$ cat src/accessory_irq_defines.vh
/*
 * register offsets, field positions, reset values and timing figures
 * for the accessory event flag and timing block.
 * assumes inclusion by bare name from the design file.
 */
`ifndef ACCESSORY_IRQ_DEFINES_VH
`define ACCESSORY_IRQ_DEFINES_VH

// ----------------------------------------------------------------
// register offsets (byte register port)
// ----------------------------------------------------------------
`define OFS_CONTROL 8'h02
`define OFS_EVENT_FLAGS_FIRST 8'h03
`define OFS_EVENT_FLAGS_SECOND 8'h04
`define OFS_EVENT_BLOCK_FIRST 8'h05
`define OFS_EVENT_BLOCK_SECOND 8'h06
`define OFS_ID_RESISTANCE_CODE 8'h07
`define OFS_WAKE_AND_PRESS_TIMING 8'h08
`define OFS_LONG_PRESS_AND_SWITCH_DELAY 8'h09

// ----------------------------------------------------------------
// reset values
// ----------------------------------------------------------------
`define RST_EVENT_FLAGS 8'h00
`define RST_EVENT_BLOCK 8'h00
`define RST_ID_CODE 5'h00
`define RST_TIMING 8'h00
`define RST_CONTROL 8'h0b

// ----------------------------------------------------------------
// field positions
// ----------------------------------------------------------------
`define BIT_ATTACH 0
`define BIT_DETACH 1
`define BIT_KEY_PRESSED 2
`define BIT_LONG_PRESS 3
`define BIT_LONG_RELEASE 4
`define BIT_OVERVOLTAGE 5
`define BIT_OVERTEMP 6
`define BIT_PROT_CLEARED 7
`define BIT_AV_CHARGING 0
`define BIT_UNKNOWN_ACC 1
`define BIT_CODE_CHANGE 2
`define BIT_STUCK_KEY 3
`define BIT_STUCK_RECOVERED 4
`define SECOND_USED_BITS 5
`define CTRL_MASTER_MASK 0
`define CTRL_WAIT 1
`define CTRL_RAW_REPORT 3
`define CTRL_USED_MASK 8'h0b

// ----------------------------------------------------------------
// timing figures, milliseconds unless noted
// ----------------------------------------------------------------
`define CORE_CLK_KHZ 200000
`define MS_TICK_CYCLES (`CORE_CLK_KHZ * 1)
// sized to the 11-bit duration and 4-bit code fields they meet
`define WAKE_SHORT_STEP_MS 11'h032
`define WAKE_LONG_STEP_MS 11'h064
`define WAKE_MAX_CODE 4'hb
`define PRESS_STEP_MS 11'h064
`define PRESS_MAX_CODE 4'h9
`define LONG_BASE_MS 11'h12c
`define LONG_STEP_MS 11'h064
`define LONG_MAX_CODE 4'hc
`define SWITCH_BASE_MS 11'h00a
`define SWITCH_STEP_MS 11'h014
`define SWITCH_MAX_CODE 4'ha

`endif

$ cat src/accessory_event_irq_and_timing.v
/*
 * event flags, event blocks, id resistance code, timing settings,
 * key monitor, periodic sampling and switch delay of the accessory
 * detection logic.
 * assumes a serial front end that presents one byte register access
 * per strobe, detection pulses on core_clk, and pin levels that are
 * asynchronous and so pass two flip-flops here.
 */
`timescale 1ns/1ps
`include "accessory_irq_defines.vh"

// Operation
// - attach, detach, key press set bits 0-2
// - long key hold sets first bit 3
// - release after long press sets bit 4
// - supply overvoltage sets first bit 5
// - die overtemperature sets first bit 6
// - protection condition removed sets bit 7
// - charger with av cable sets second bit 0
// - unclassified accessory sets second bit 1
// - code change sets bit 2 in periodic mode
// - stuck key bit 3, recovery bit 4
// - block bit one keeps flag off interrupt
// - five bit read-only id code, reset zero
// - sample id at wake-up period
// - periodic conversions at wake-up period
// - long press after programmed long duration
// - switch close delayed by programmed wait
// - master mask blocks interrupt, resets set
// - raw select one runs key monitor
// - wait bit selects delayed or host close
// - full timing code tables with saturation
module accessory_event_irq_and_timing #(
    parameter MS_TICK_CYCLES = `MS_TICK_CYCLES
) (
    input wire core_clk,
    input wire rst_n,
    input wire [7:0] reg_addr,
    input wire [7:0] reg_wdata,
    input wire reg_wr,
    input wire reg_rd,
    output reg [7:0] reg_rdata,
    input wire attach_evt,
    input wire detach_evt,
    input wire av_charger_evt,
    input wire unknown_acc_evt,
    input wire stuck_key_evt,
    input wire held_button_recovered_evt,
    input wire low_power_mode,
    input wire key_pin,
    input wire overvoltage_pin,
    input wire overtemp_pin,
    input wire [4:0] id_code_pin,
    output reg host_irq_pin,
    output reg id_sample,
    output reg switch_close
);

    // ------------------------------------------------------------
    // lookup of programmed durations
    // ------------------------------------------------------------
    // codes past the table end saturate at the longest setting
    function [10:0] wake_ms;
        input [3:0] code;
        reg [3:0] c;
        begin
            c = (code > `WAKE_MAX_CODE) ? `WAKE_MAX_CODE : code;
            if (c < 4'd4) begin
                wake_ms = `WAKE_SHORT_STEP_MS * ({7'h00, c} + 11'h001);
            end else begin
                wake_ms = `WAKE_LONG_STEP_MS * ({7'h00, c} - 11'h001);
            end
        end
    endfunction

    function [10:0] press_ms;
        input [3:0] code;
        reg [3:0] c;
        begin
            c = (code > `PRESS_MAX_CODE) ? `PRESS_MAX_CODE : code;
            press_ms = `PRESS_STEP_MS * ({7'h00, c} + 11'h001);
        end
    endfunction

    function [10:0] long_ms;
        input [3:0] code;
        reg [3:0] c;
        begin
            c = (code > `LONG_MAX_CODE) ? `LONG_MAX_CODE : code;
            long_ms = `LONG_BASE_MS + `LONG_STEP_MS * {7'h00, c};
        end
    endfunction

    function [10:0] switch_ms;
        input [3:0] code;
        reg [3:0] c;
        begin
            c = (code > `SWITCH_MAX_CODE) ? `SWITCH_MAX_CODE : code;
            switch_ms = `SWITCH_BASE_MS + `SWITCH_STEP_MS * {7'h00, c};
        end
    endfunction

    // ------------------------------------------------------------
    // declarations
    // ------------------------------------------------------------
    reg [1:0] key_sync_q;
    reg [1:0] ovp_sync_q;
    reg [1:0] otp_sync_q;
    reg [4:0] code_meta_q;
    reg [4:0] code_sync_q;
    reg ovp_prev_q;
    reg otp_prev_q;
    reg key_prev_q;
    reg [7:0] flags1_q;
    reg [7:0] flags1_d;
    reg [4:0] flags2_q;
    reg [4:0] flags2_d;
    reg [7:0] block1_q;
    reg [4:0] block2_q;
    reg [4:0] id_code_q;
    reg [7:0] timing1_q;
    reg [7:0] timing2_q;
    reg [7:0] control_q;
    reg [17:0] tick_cnt_q;
    reg ms_tick_q;
    reg [10:0] wake_cnt_q;
    reg [10:0] key_cnt_q;
    reg long_seen_q;
    reg [10:0] sw_cnt_q;
    reg sw_pending_q;
    reg [7:0] set1;
    reg [4:0] set2;
    wire master_mask = control_q[`CTRL_MASTER_MASK];
    wire wait_bit = control_q[`CTRL_WAIT];
    wire raw_report = control_q[`CTRL_RAW_REPORT];
    wire key_level = key_sync_q[1];
    wire wake_due = ms_tick_q && (wake_cnt_q + 11'h001 >= wake_ms(timing1_q[3:0]));
    wire key_press_hit = ms_tick_q && (key_cnt_q + 11'h001 == press_ms(timing1_q[7:4]));
    wire key_long_hit = ms_tick_q && (key_cnt_q + 11'h001 == long_ms(timing2_q[3:0]));
    wire rd_flags1 = reg_rd && (reg_addr == `OFS_EVENT_FLAGS_FIRST);
    wire rd_flags2 = reg_rd && (reg_addr == `OFS_EVENT_FLAGS_SECOND);
    wire code_sample = wake_due && !raw_report;
    wire [7:0] pend1 = flags1_q & ~block1_q;
    wire [4:0] pend2 = flags2_q & ~block2_q;

    // ------------------------------------------------------------
    // pin synchronisers
    // ------------------------------------------------------------
    // the first stage is read only by the second stage
    always @(posedge core_clk or negedge rst_n) begin
        if (!rst_n) begin
            key_sync_q <= 2'b00;
            ovp_sync_q <= 2'b00;
            otp_sync_q <= 2'b00;
            code_meta_q <= 5'h00;
            code_sync_q <= 5'h00;
            ovp_prev_q <= 1'b0;
            otp_prev_q <= 1'b0;
            key_prev_q <= 1'b0;
        end else begin
            key_sync_q <= {key_sync_q[0], key_pin};
            ovp_sync_q <= {ovp_sync_q[0], overvoltage_pin};
            otp_sync_q <= {otp_sync_q[0], overtemp_pin};
            code_meta_q <= id_code_pin;
            code_sync_q <= code_meta_q;
            ovp_prev_q <= ovp_sync_q[1];
            otp_prev_q <= otp_sync_q[1];
            key_prev_q <= key_level;
        end
    end

    // ------------------------------------------------------------
    // millisecond time base and wake-up period
    // ------------------------------------------------------------
    always @(posedge core_clk or negedge rst_n) begin
        if (!rst_n) begin
            tick_cnt_q <= 18'h00000;
            ms_tick_q <= 1'b0;
            wake_cnt_q <= 11'h000;
        end else begin
            ms_tick_q <= (tick_cnt_q == MS_TICK_CYCLES[17:0] - 18'h00001);
            if (tick_cnt_q == MS_TICK_CYCLES[17:0] - 18'h00001) begin
                tick_cnt_q <= 18'h00000;
            end else begin
                tick_cnt_q <= tick_cnt_q + 18'h00001;
            end
            if (wake_due) begin
                wake_cnt_q <= 11'h000;
            end else if (ms_tick_q) begin
                wake_cnt_q <= wake_cnt_q + 11'h001;
            end
        end
    end

    // ------------------------------------------------------------
    // id sampling and converter result
    // ------------------------------------------------------------
    // a sample strobe goes out in low power modes and in periodic mode
    always @(posedge core_clk or negedge rst_n) begin
        if (!rst_n) begin
            id_sample <= 1'b0;
            id_code_q <= `RST_ID_CODE;
        end else begin
            id_sample <= wake_due && (low_power_mode || !raw_report);
            if (code_sample) begin
                id_code_q <= code_sync_q;
            end
        end
    end

    // ------------------------------------------------------------
    // key monitor, active only with raw select set
    // ------------------------------------------------------------
    always @(posedge core_clk or negedge rst_n) begin
        if (!rst_n) begin
            key_cnt_q <= 11'h000;
            long_seen_q <= 1'b0;
        end else begin
            if (!raw_report || !key_level) begin
                key_cnt_q <= 11'h000;
            end else if (ms_tick_q && key_cnt_q != 11'h7ff) begin
                key_cnt_q <= key_cnt_q + 11'h001; // saturates on a stuck key
            end
            if (!raw_report) begin
                long_seen_q <= 1'b0;
            end else if (key_long_hit && key_level) begin
                long_seen_q <= 1'b1;
            end else if (!key_level) begin
                long_seen_q <= 1'b0;
            end
        end
    end

    // ------------------------------------------------------------
    // event set terms
    // ------------------------------------------------------------
    always @* begin
        set1 = 8'h00;
        set2 = 5'h00;
        set1[`BIT_ATTACH] = attach_evt;
        set1[`BIT_DETACH] = detach_evt;
        set1[`BIT_KEY_PRESSED] = raw_report && key_level && key_press_hit;
        set1[`BIT_LONG_PRESS] = raw_report && key_level && key_long_hit;
        set1[`BIT_LONG_RELEASE] = raw_report && long_seen_q && key_prev_q && !key_level;
        set1[`BIT_OVERVOLTAGE] = ovp_sync_q[1] && !ovp_prev_q;
        set1[`BIT_OVERTEMP] = otp_sync_q[1] && !otp_prev_q;
        set1[`BIT_PROT_CLEARED] = (ovp_prev_q || otp_prev_q)
            && !ovp_sync_q[1] && !otp_sync_q[1];
        set2[`BIT_AV_CHARGING] = av_charger_evt;
        set2[`BIT_UNKNOWN_ACC] = unknown_acc_evt;
        set2[`BIT_CODE_CHANGE] = code_sample && (code_sync_q != id_code_q);
        set2[`BIT_STUCK_KEY] = stuck_key_evt;
        set2[`BIT_STUCK_RECOVERED] = held_button_recovered_evt;
    end

    // read clears, but a set in the same cycle survives
    always @* begin
        flags1_d = (rd_flags1 ? 8'h00 : flags1_q) | set1;
        flags2_d = (rd_flags2 ? 5'h00 : flags2_q) | set2;
    end

    // ------------------------------------------------------------
    // registers, register port and interrupt
    // ------------------------------------------------------------
    always @(posedge core_clk or negedge rst_n) begin
        if (!rst_n) begin
            flags1_q <= `RST_EVENT_FLAGS;
            flags2_q <= 5'h00;
            block1_q <= `RST_EVENT_BLOCK;
            block2_q <= 5'h00;
            timing1_q <= `RST_TIMING;
            timing2_q <= `RST_TIMING;
            control_q <= `RST_CONTROL;
            reg_rdata <= 8'h00;
            host_irq_pin <= 1'b0;
        end else begin
            flags1_q <= flags1_d;
            flags2_q <= flags2_d;
            // irq drops one cycle after the clearing read
            host_irq_pin <= !master_mask && ((|pend1) || (|pend2));
            if (reg_wr) begin
                if (reg_addr == `OFS_CONTROL) begin
                    control_q <= reg_wdata & `CTRL_USED_MASK;
                end else if (reg_addr == `OFS_EVENT_BLOCK_FIRST) begin
                    block1_q <= reg_wdata;
                end else if (reg_addr == `OFS_EVENT_BLOCK_SECOND) begin
                    block2_q <= reg_wdata[4:0];
                end else if (reg_addr == `OFS_WAKE_AND_PRESS_TIMING) begin
                    timing1_q <= reg_wdata;
                end else if (reg_addr == `OFS_LONG_PRESS_AND_SWITCH_DELAY) begin
                    timing2_q <= reg_wdata;
                end
            end
            if (reg_rd) begin
                if (reg_addr == `OFS_CONTROL) begin
                    reg_rdata <= control_q;
                end else if (reg_addr == `OFS_EVENT_FLAGS_FIRST) begin
                    reg_rdata <= flags1_q;
                end else if (reg_addr == `OFS_EVENT_FLAGS_SECOND) begin
                    reg_rdata <= {3'b000, flags2_q};
                end else if (reg_addr == `OFS_EVENT_BLOCK_FIRST) begin
                    reg_rdata <= block1_q;
                end else if (reg_addr == `OFS_EVENT_BLOCK_SECOND) begin
                    reg_rdata <= {3'b000, block2_q};
                end else if (reg_addr == `OFS_ID_RESISTANCE_CODE) begin
                    reg_rdata <= {3'b000, id_code_q};
                end else if (reg_addr == `OFS_WAKE_AND_PRESS_TIMING) begin
                    reg_rdata <= timing1_q;
                end else if (reg_addr == `OFS_LONG_PRESS_AND_SWITCH_DELAY) begin
                    reg_rdata <= timing2_q;
                end else begin
                    reg_rdata <= 8'h00;
                end
            end
        end
    end

    // ------------------------------------------------------------
    // switch close delay
    // ------------------------------------------------------------
    // a pending switch close waits while the master mask is set; a closed switch stays closed until a detach event
    always @(posedge core_clk or negedge rst_n) begin
        if (!rst_n) begin
            sw_cnt_q <= 11'h000;
            sw_pending_q <= 1'b0;
            switch_close <= 1'b0;
        end else begin
            if (detach_evt) begin
                sw_pending_q <= 1'b0;
                switch_close <= 1'b0;
                sw_cnt_q <= 11'h000;
            end else if (attach_evt) begin
                sw_pending_q <= 1'b1;
                sw_cnt_q <= 11'h000;
            end else if (sw_pending_q && !master_mask) begin
                if (!wait_bit) begin
                    sw_cnt_q <= 11'h000; // held for the host
                end else if (sw_cnt_q >= switch_ms(timing2_q[7:4])) begin
                    switch_close <= 1'b1;
                    sw_pending_q <= 1'b0;
                end else if (ms_tick_q) begin
                    sw_cnt_q <= sw_cnt_q + 11'h001;
                end
            end
        end
    end

endmodule // accessory_event_irq_and_timing

$ cat config.mk
export PLATFORM = sky130hd
export DESIGN_NAME = accessory_event_irq_and_timing
export DESIGN_NICKNAME = d
export VERILOG_FILES = /design/src/accessory_event_irq_and_timing.v
export VERILOG_INCLUDE_DIRS = /design/src /design/src/src
export SDC_FILE = /design/constraint.sdc
export NUM_CORES = 1
export LEC_CHECK = 0
export BUFFER_PORTS_ARGS = -buffer_cell sky130_fd_sc_hd__buf_2
export CAP_MARGIN = 10
export CORE_MARGIN = 2
export CORE_UTILIZATION = 35
export DETAILED_ROUTE_END_ITERATION = 16
export GPL_TIMING_DRIVEN = 0
export PLACE_DENSITY = 0.48
export RECOVER_POWER = 50
export SLEW_MARGIN = 20
export SYNTH_ARGS = -nofsm -noshare
export SYNTH_HDL_FRONTEND = slang
export SYNTH_SLANG_ARGS = --single-unit
$ cat constraint.sdc
create_clock -name core_clk -period 12.5 [get_ports core_clk]
set_input_delay 0.625 -clock core_clk [delete_from_list [all_inputs] [get_ports core_clk]]
set_output_delay 0.625 -clock core_clk [all_outputs]
set_load 0.05 [all_outputs]
==> reports/qor.csv <==
stage,metric,value,unit
status,status,"finished, violations left",
status,failing checks,"max-capacitance violations, max-slew violations",
global_routing,first-pass GRT wire length,35.9,mm
logic_synthesis,register area share after synthesis,0.382,
worst_setup_path,crit start category,primary input,
clock_network,CTS tree,yes,
sta,worst rel slew slack,-1.75,
worst_setup_path,reg2reg start,timing1_q[3],
floorplan,initial core utilization,0.353,
clock_network,CTS Buffer Depth,2,
floorplan,Die ar.,26400,µm²
logic_synthesis,Ys Warns,0,
job,Max Cap Violations,2,
floorplan,DIE HEIGHT,162,µm
logic_synthesis,Synth Flop Type,dfrtp_1,
worst_setup_path,peak fanout along the critical path,73,
routing,DR vias,6719,
worst_setup_path,CP Launch Point,rst_n,
clock_network,post-CTS sizing,0,
worst_setup_path,CP dominant cell by count,clkbuf_1,
sta,"Worst Setup Slack, final",6.05,ns
logic_synthesis,"Avg Cell Area, Syn",9.79,µm²
worst_setup_path,"Req. time, crit path",12.06,ns
final_layout,share of layout cells above drive strength 1,0.143,
routing,total routed wirelength,21.6,mm
sta,Least-Margin Pin Slew,4.12,ns
place,placer congestion estimate,0.814,
pwr,worst IR drop on VDD,0.0000657,V
worst_setup_path,R2R Path End,id_code_q[4],
clock_network,Clock Latency Late Sink,0.43,ns
clock_network,Post-CTS Setup Inserts,0,
worst_setup_path,WP data arrival,6.01,ns
sta,clock skew,0.0141,ns
global_routing,vias in the first global route,6693,
worst_setup_path,critical path type,in -> async,
worst_setup_path,r2r setup slk,6.64,ns
global_routing,initial antenna violation count,0,
sta,Final Slew Violations,137,
sta,final setup vio count,0,
sta,fin crit share,0.516,
sta,min cycle time layout,6.45,ns
clock_network,# hold bufs at CTS,0,
worst_setup_path,Critical Path End Type,asynchronous set/reset pin,
place,DP Wirelength,16.2,mm
floorplan,core area,24900,µm²
final_layout,Ant. Diodes,0,
routing,Pre-antenna DRT Iters,5,
floorplan,Die W,162,µm
sta,RSZ-0062 raised after global routing,no,
final_layout,Final Util,0.402,
logic_synthesis,synthesized area,8790,µm²
clock_network,Num CTS Buffers,17,
global_routing,largest net degree at the start of global routing,74,
place,pre-CTS setup slack,6.69,ns
clock_network,TritonCTS Sinks,134,
worst_setup_path,"Cell Chain, Critical Path",clkbuf_1 -> clkbuf_1,
worst_setup_path,worst reg-to-reg path cell count,19,
min_path,worst hold path depth,1,
sta,fmax,155,MHz
floorplan,IO Count,46,
pwr,Leakage,4.77,nW
clock_network,"Clk pin slew, worst setup/hold paths",0.07,ns
pwr,PwrDens,115,nW/µm²
worst_setup_path,highest-delay cell along the critical path,clkbuf_1,
global_routing,grt ovf,0,
logic_synthesis,Mapped Cells,898,
logic_synthesis,post-synth cell types,74,
clock_network,clk root buf,clkbuf_16,
min_path,Worst Hold Class,in -> reg,
sta,Final Hold Fails,0,
final_layout,"most common cell after layout, fill and taps aside",dfrtp_1,
routing,initial DRC count,397,
final_layout,Area Overhead vs Synth,13.9,%
final_layout,most frequent cells in the layout,"dfrtp_1 (131), ha_1 (79), nand2_1 (69)",
routing,DRC Markers,0,
logic_synthesis,Post-synth ARST share,1.00,
routing,via/cell ratio,5.13,
floorplan,Core Rows,58,
min_path,Hold Path Origin,key_pin,
clock_network,H-tree depth,4,
routing,drt wl/cell,16.5,µm
worst_setup_path,CP max stage delay,3.02,ns
logic_synthesis,synthesized flop and latch total,134,
final_layout,Nets,1088,
routing,number of routed nets with antenna violations,0,
worst_setup_path,CP bufs+invs,2,
min_path,Min-Delay Endpoint,key_sync_q[0],
place,port bufs,45,
logic_synthesis,Post-synth EDFFs,0,
sta,Fin Setup TNS,0,ns
worst_setup_path,Top delay family on crit path,buffers and inverters,
global_routing,Overall Global Routing Usage,0.174,
[state kept, by name, summed over array words and instances, names as in the netlist, 3 cells and up]
signal and count:
tick_cnt_q 18, key_cnt_q 11, sw_cnt_q 11, wake_cnt_q 11, block1_q 8, flags1_q 8, reg_rdata 8, timing1_q 8
timing2_q 8, block2_q 5, code_meta_q 5, code_sync_q 5, flags2_q 5, id_code_q 5, control_q 3
[cells in the mapped netlist (all sizes together) (4+ instances only)]
cell type,count,share of area
dfrtp,131,0.37
ha,79,0.11
nand2,71,0.031
inv,63,0.027
nor2,61,0.027
xnor2,48,0.048
nand3,44,0.026
mux2,41,0.054
xor2,34,0.034
o21ai,33,0.019
a21oi,31,0.018
nor3,22,0.014
a21o,19,0.016
clkbuf,16,0.0068
a22o,14,0.014
and3,13,0.0093
a31oi,12,0.0085
nor2b,12,0.0085
nand4,11,0.0078
a22oi,10,0.0085
nand2b,9,0.0064
and2,8,0.0057
buf,8,0.0043
fa,7,0.016
nor3b,7,0.0060
o31ai,6,0.0051
or3,6,0.0048
a31o,5,0.0050
o21a,5,0.0043
o22ai,5,0.0036
a211oi,4,0.0034
a221oi,4,0.0040
a41oi,4,0.0040
mux2i,4,0.0046
nor4,4,0.0036
xnor3,4,0.010
[layout make-up]
cell class	count	area, µm²
multi-input combinational	681	5110
sequential	134	3360
clock buffer	20	457
buffer	24	97.6
clock inverter	12	109
tap	330	413
timing repair buffer	46	228
fill	2526	14900
inverter	63	236
[metal layers]
layer  vias to the layer above  track usage  wire, µm
met2                       153        0.274      9800
li1                       3334            -         -
met5                         -            0         0
met1                      3206        0.248     10600
met4                         0       0.0507       340
met3                        26       0.0272       843
[stage by stage]
stage	hold slack (ns)	total power [mW]	std cells	area, µm²
floorplan	0.329	0.617	902	8810
global placement	0.333	0.675	1277	9440
detailed placement	0.335	0.681	1278	9480
CTS	0.141	1.18	1310	10000
global route	0.282	1.22	1310	10000
finish	0.299	1.15	1310	10000
[power by group]
group	internal, mW	switching (mW)
combinational	0.0931	0.119
clock	0.271	0.215
sequential	0.445	0.00886
[kinds of logic (layout without fill, tap and decap cells)]
kind of cell / Yosys count / after routing / share of synthesized area
other: 1 / 5 / 0.000427
AOI/OAI and AO/OA: 173 / 173 / 0.135
buffers and inverters: 87 / 165 / 0.0380
and+or+nand+nor: 286 / 286 / 0.166
xor gates and xnor gates: 86 / 86 / 0.0919
adders and majority gates: 86 / 86 / 0.128
DFF: 134 / 134 / 0.382
muxes: 45 / 45 / 0.0584
[worst register-to-register path, stage by stage, from the launching register on]
cell and delay, ns:
dfrtp_1 0.37, clkbuf_1 0.24, a21oi_1 0.65, ha_1 0.30, xor2_1 0.29, ha_1 0.29
ha_1 0.32, fa_1 0.47, ha_1 0.35, a21o_1 0.17, a21oi_1 0.16, xnor2_1 0.14
nand2_1 0.08, o31a_1 0.14, ha_1 0.29, and4_1 0.20, o21ai_0 0.13, nor2_1 0.07
a21oi_1 0.68, mux2_2 0.41
[worst max-delay path by stage]
stage	depth (start not counted)	endpoint	slack [ns]
finish	2	key_cnt_q[10]	6.05
global route	2	flags1_q[6]	4.55
detailed placement	19	id_code_q[0]	6.69
floorplan	19	id_code_q[0]	7.59
global placement	19	id_code_q[4]	6.76
CTS	19	id_code_q[1]	6.66
Note: power is estimated with default switching activity, not from simulation.
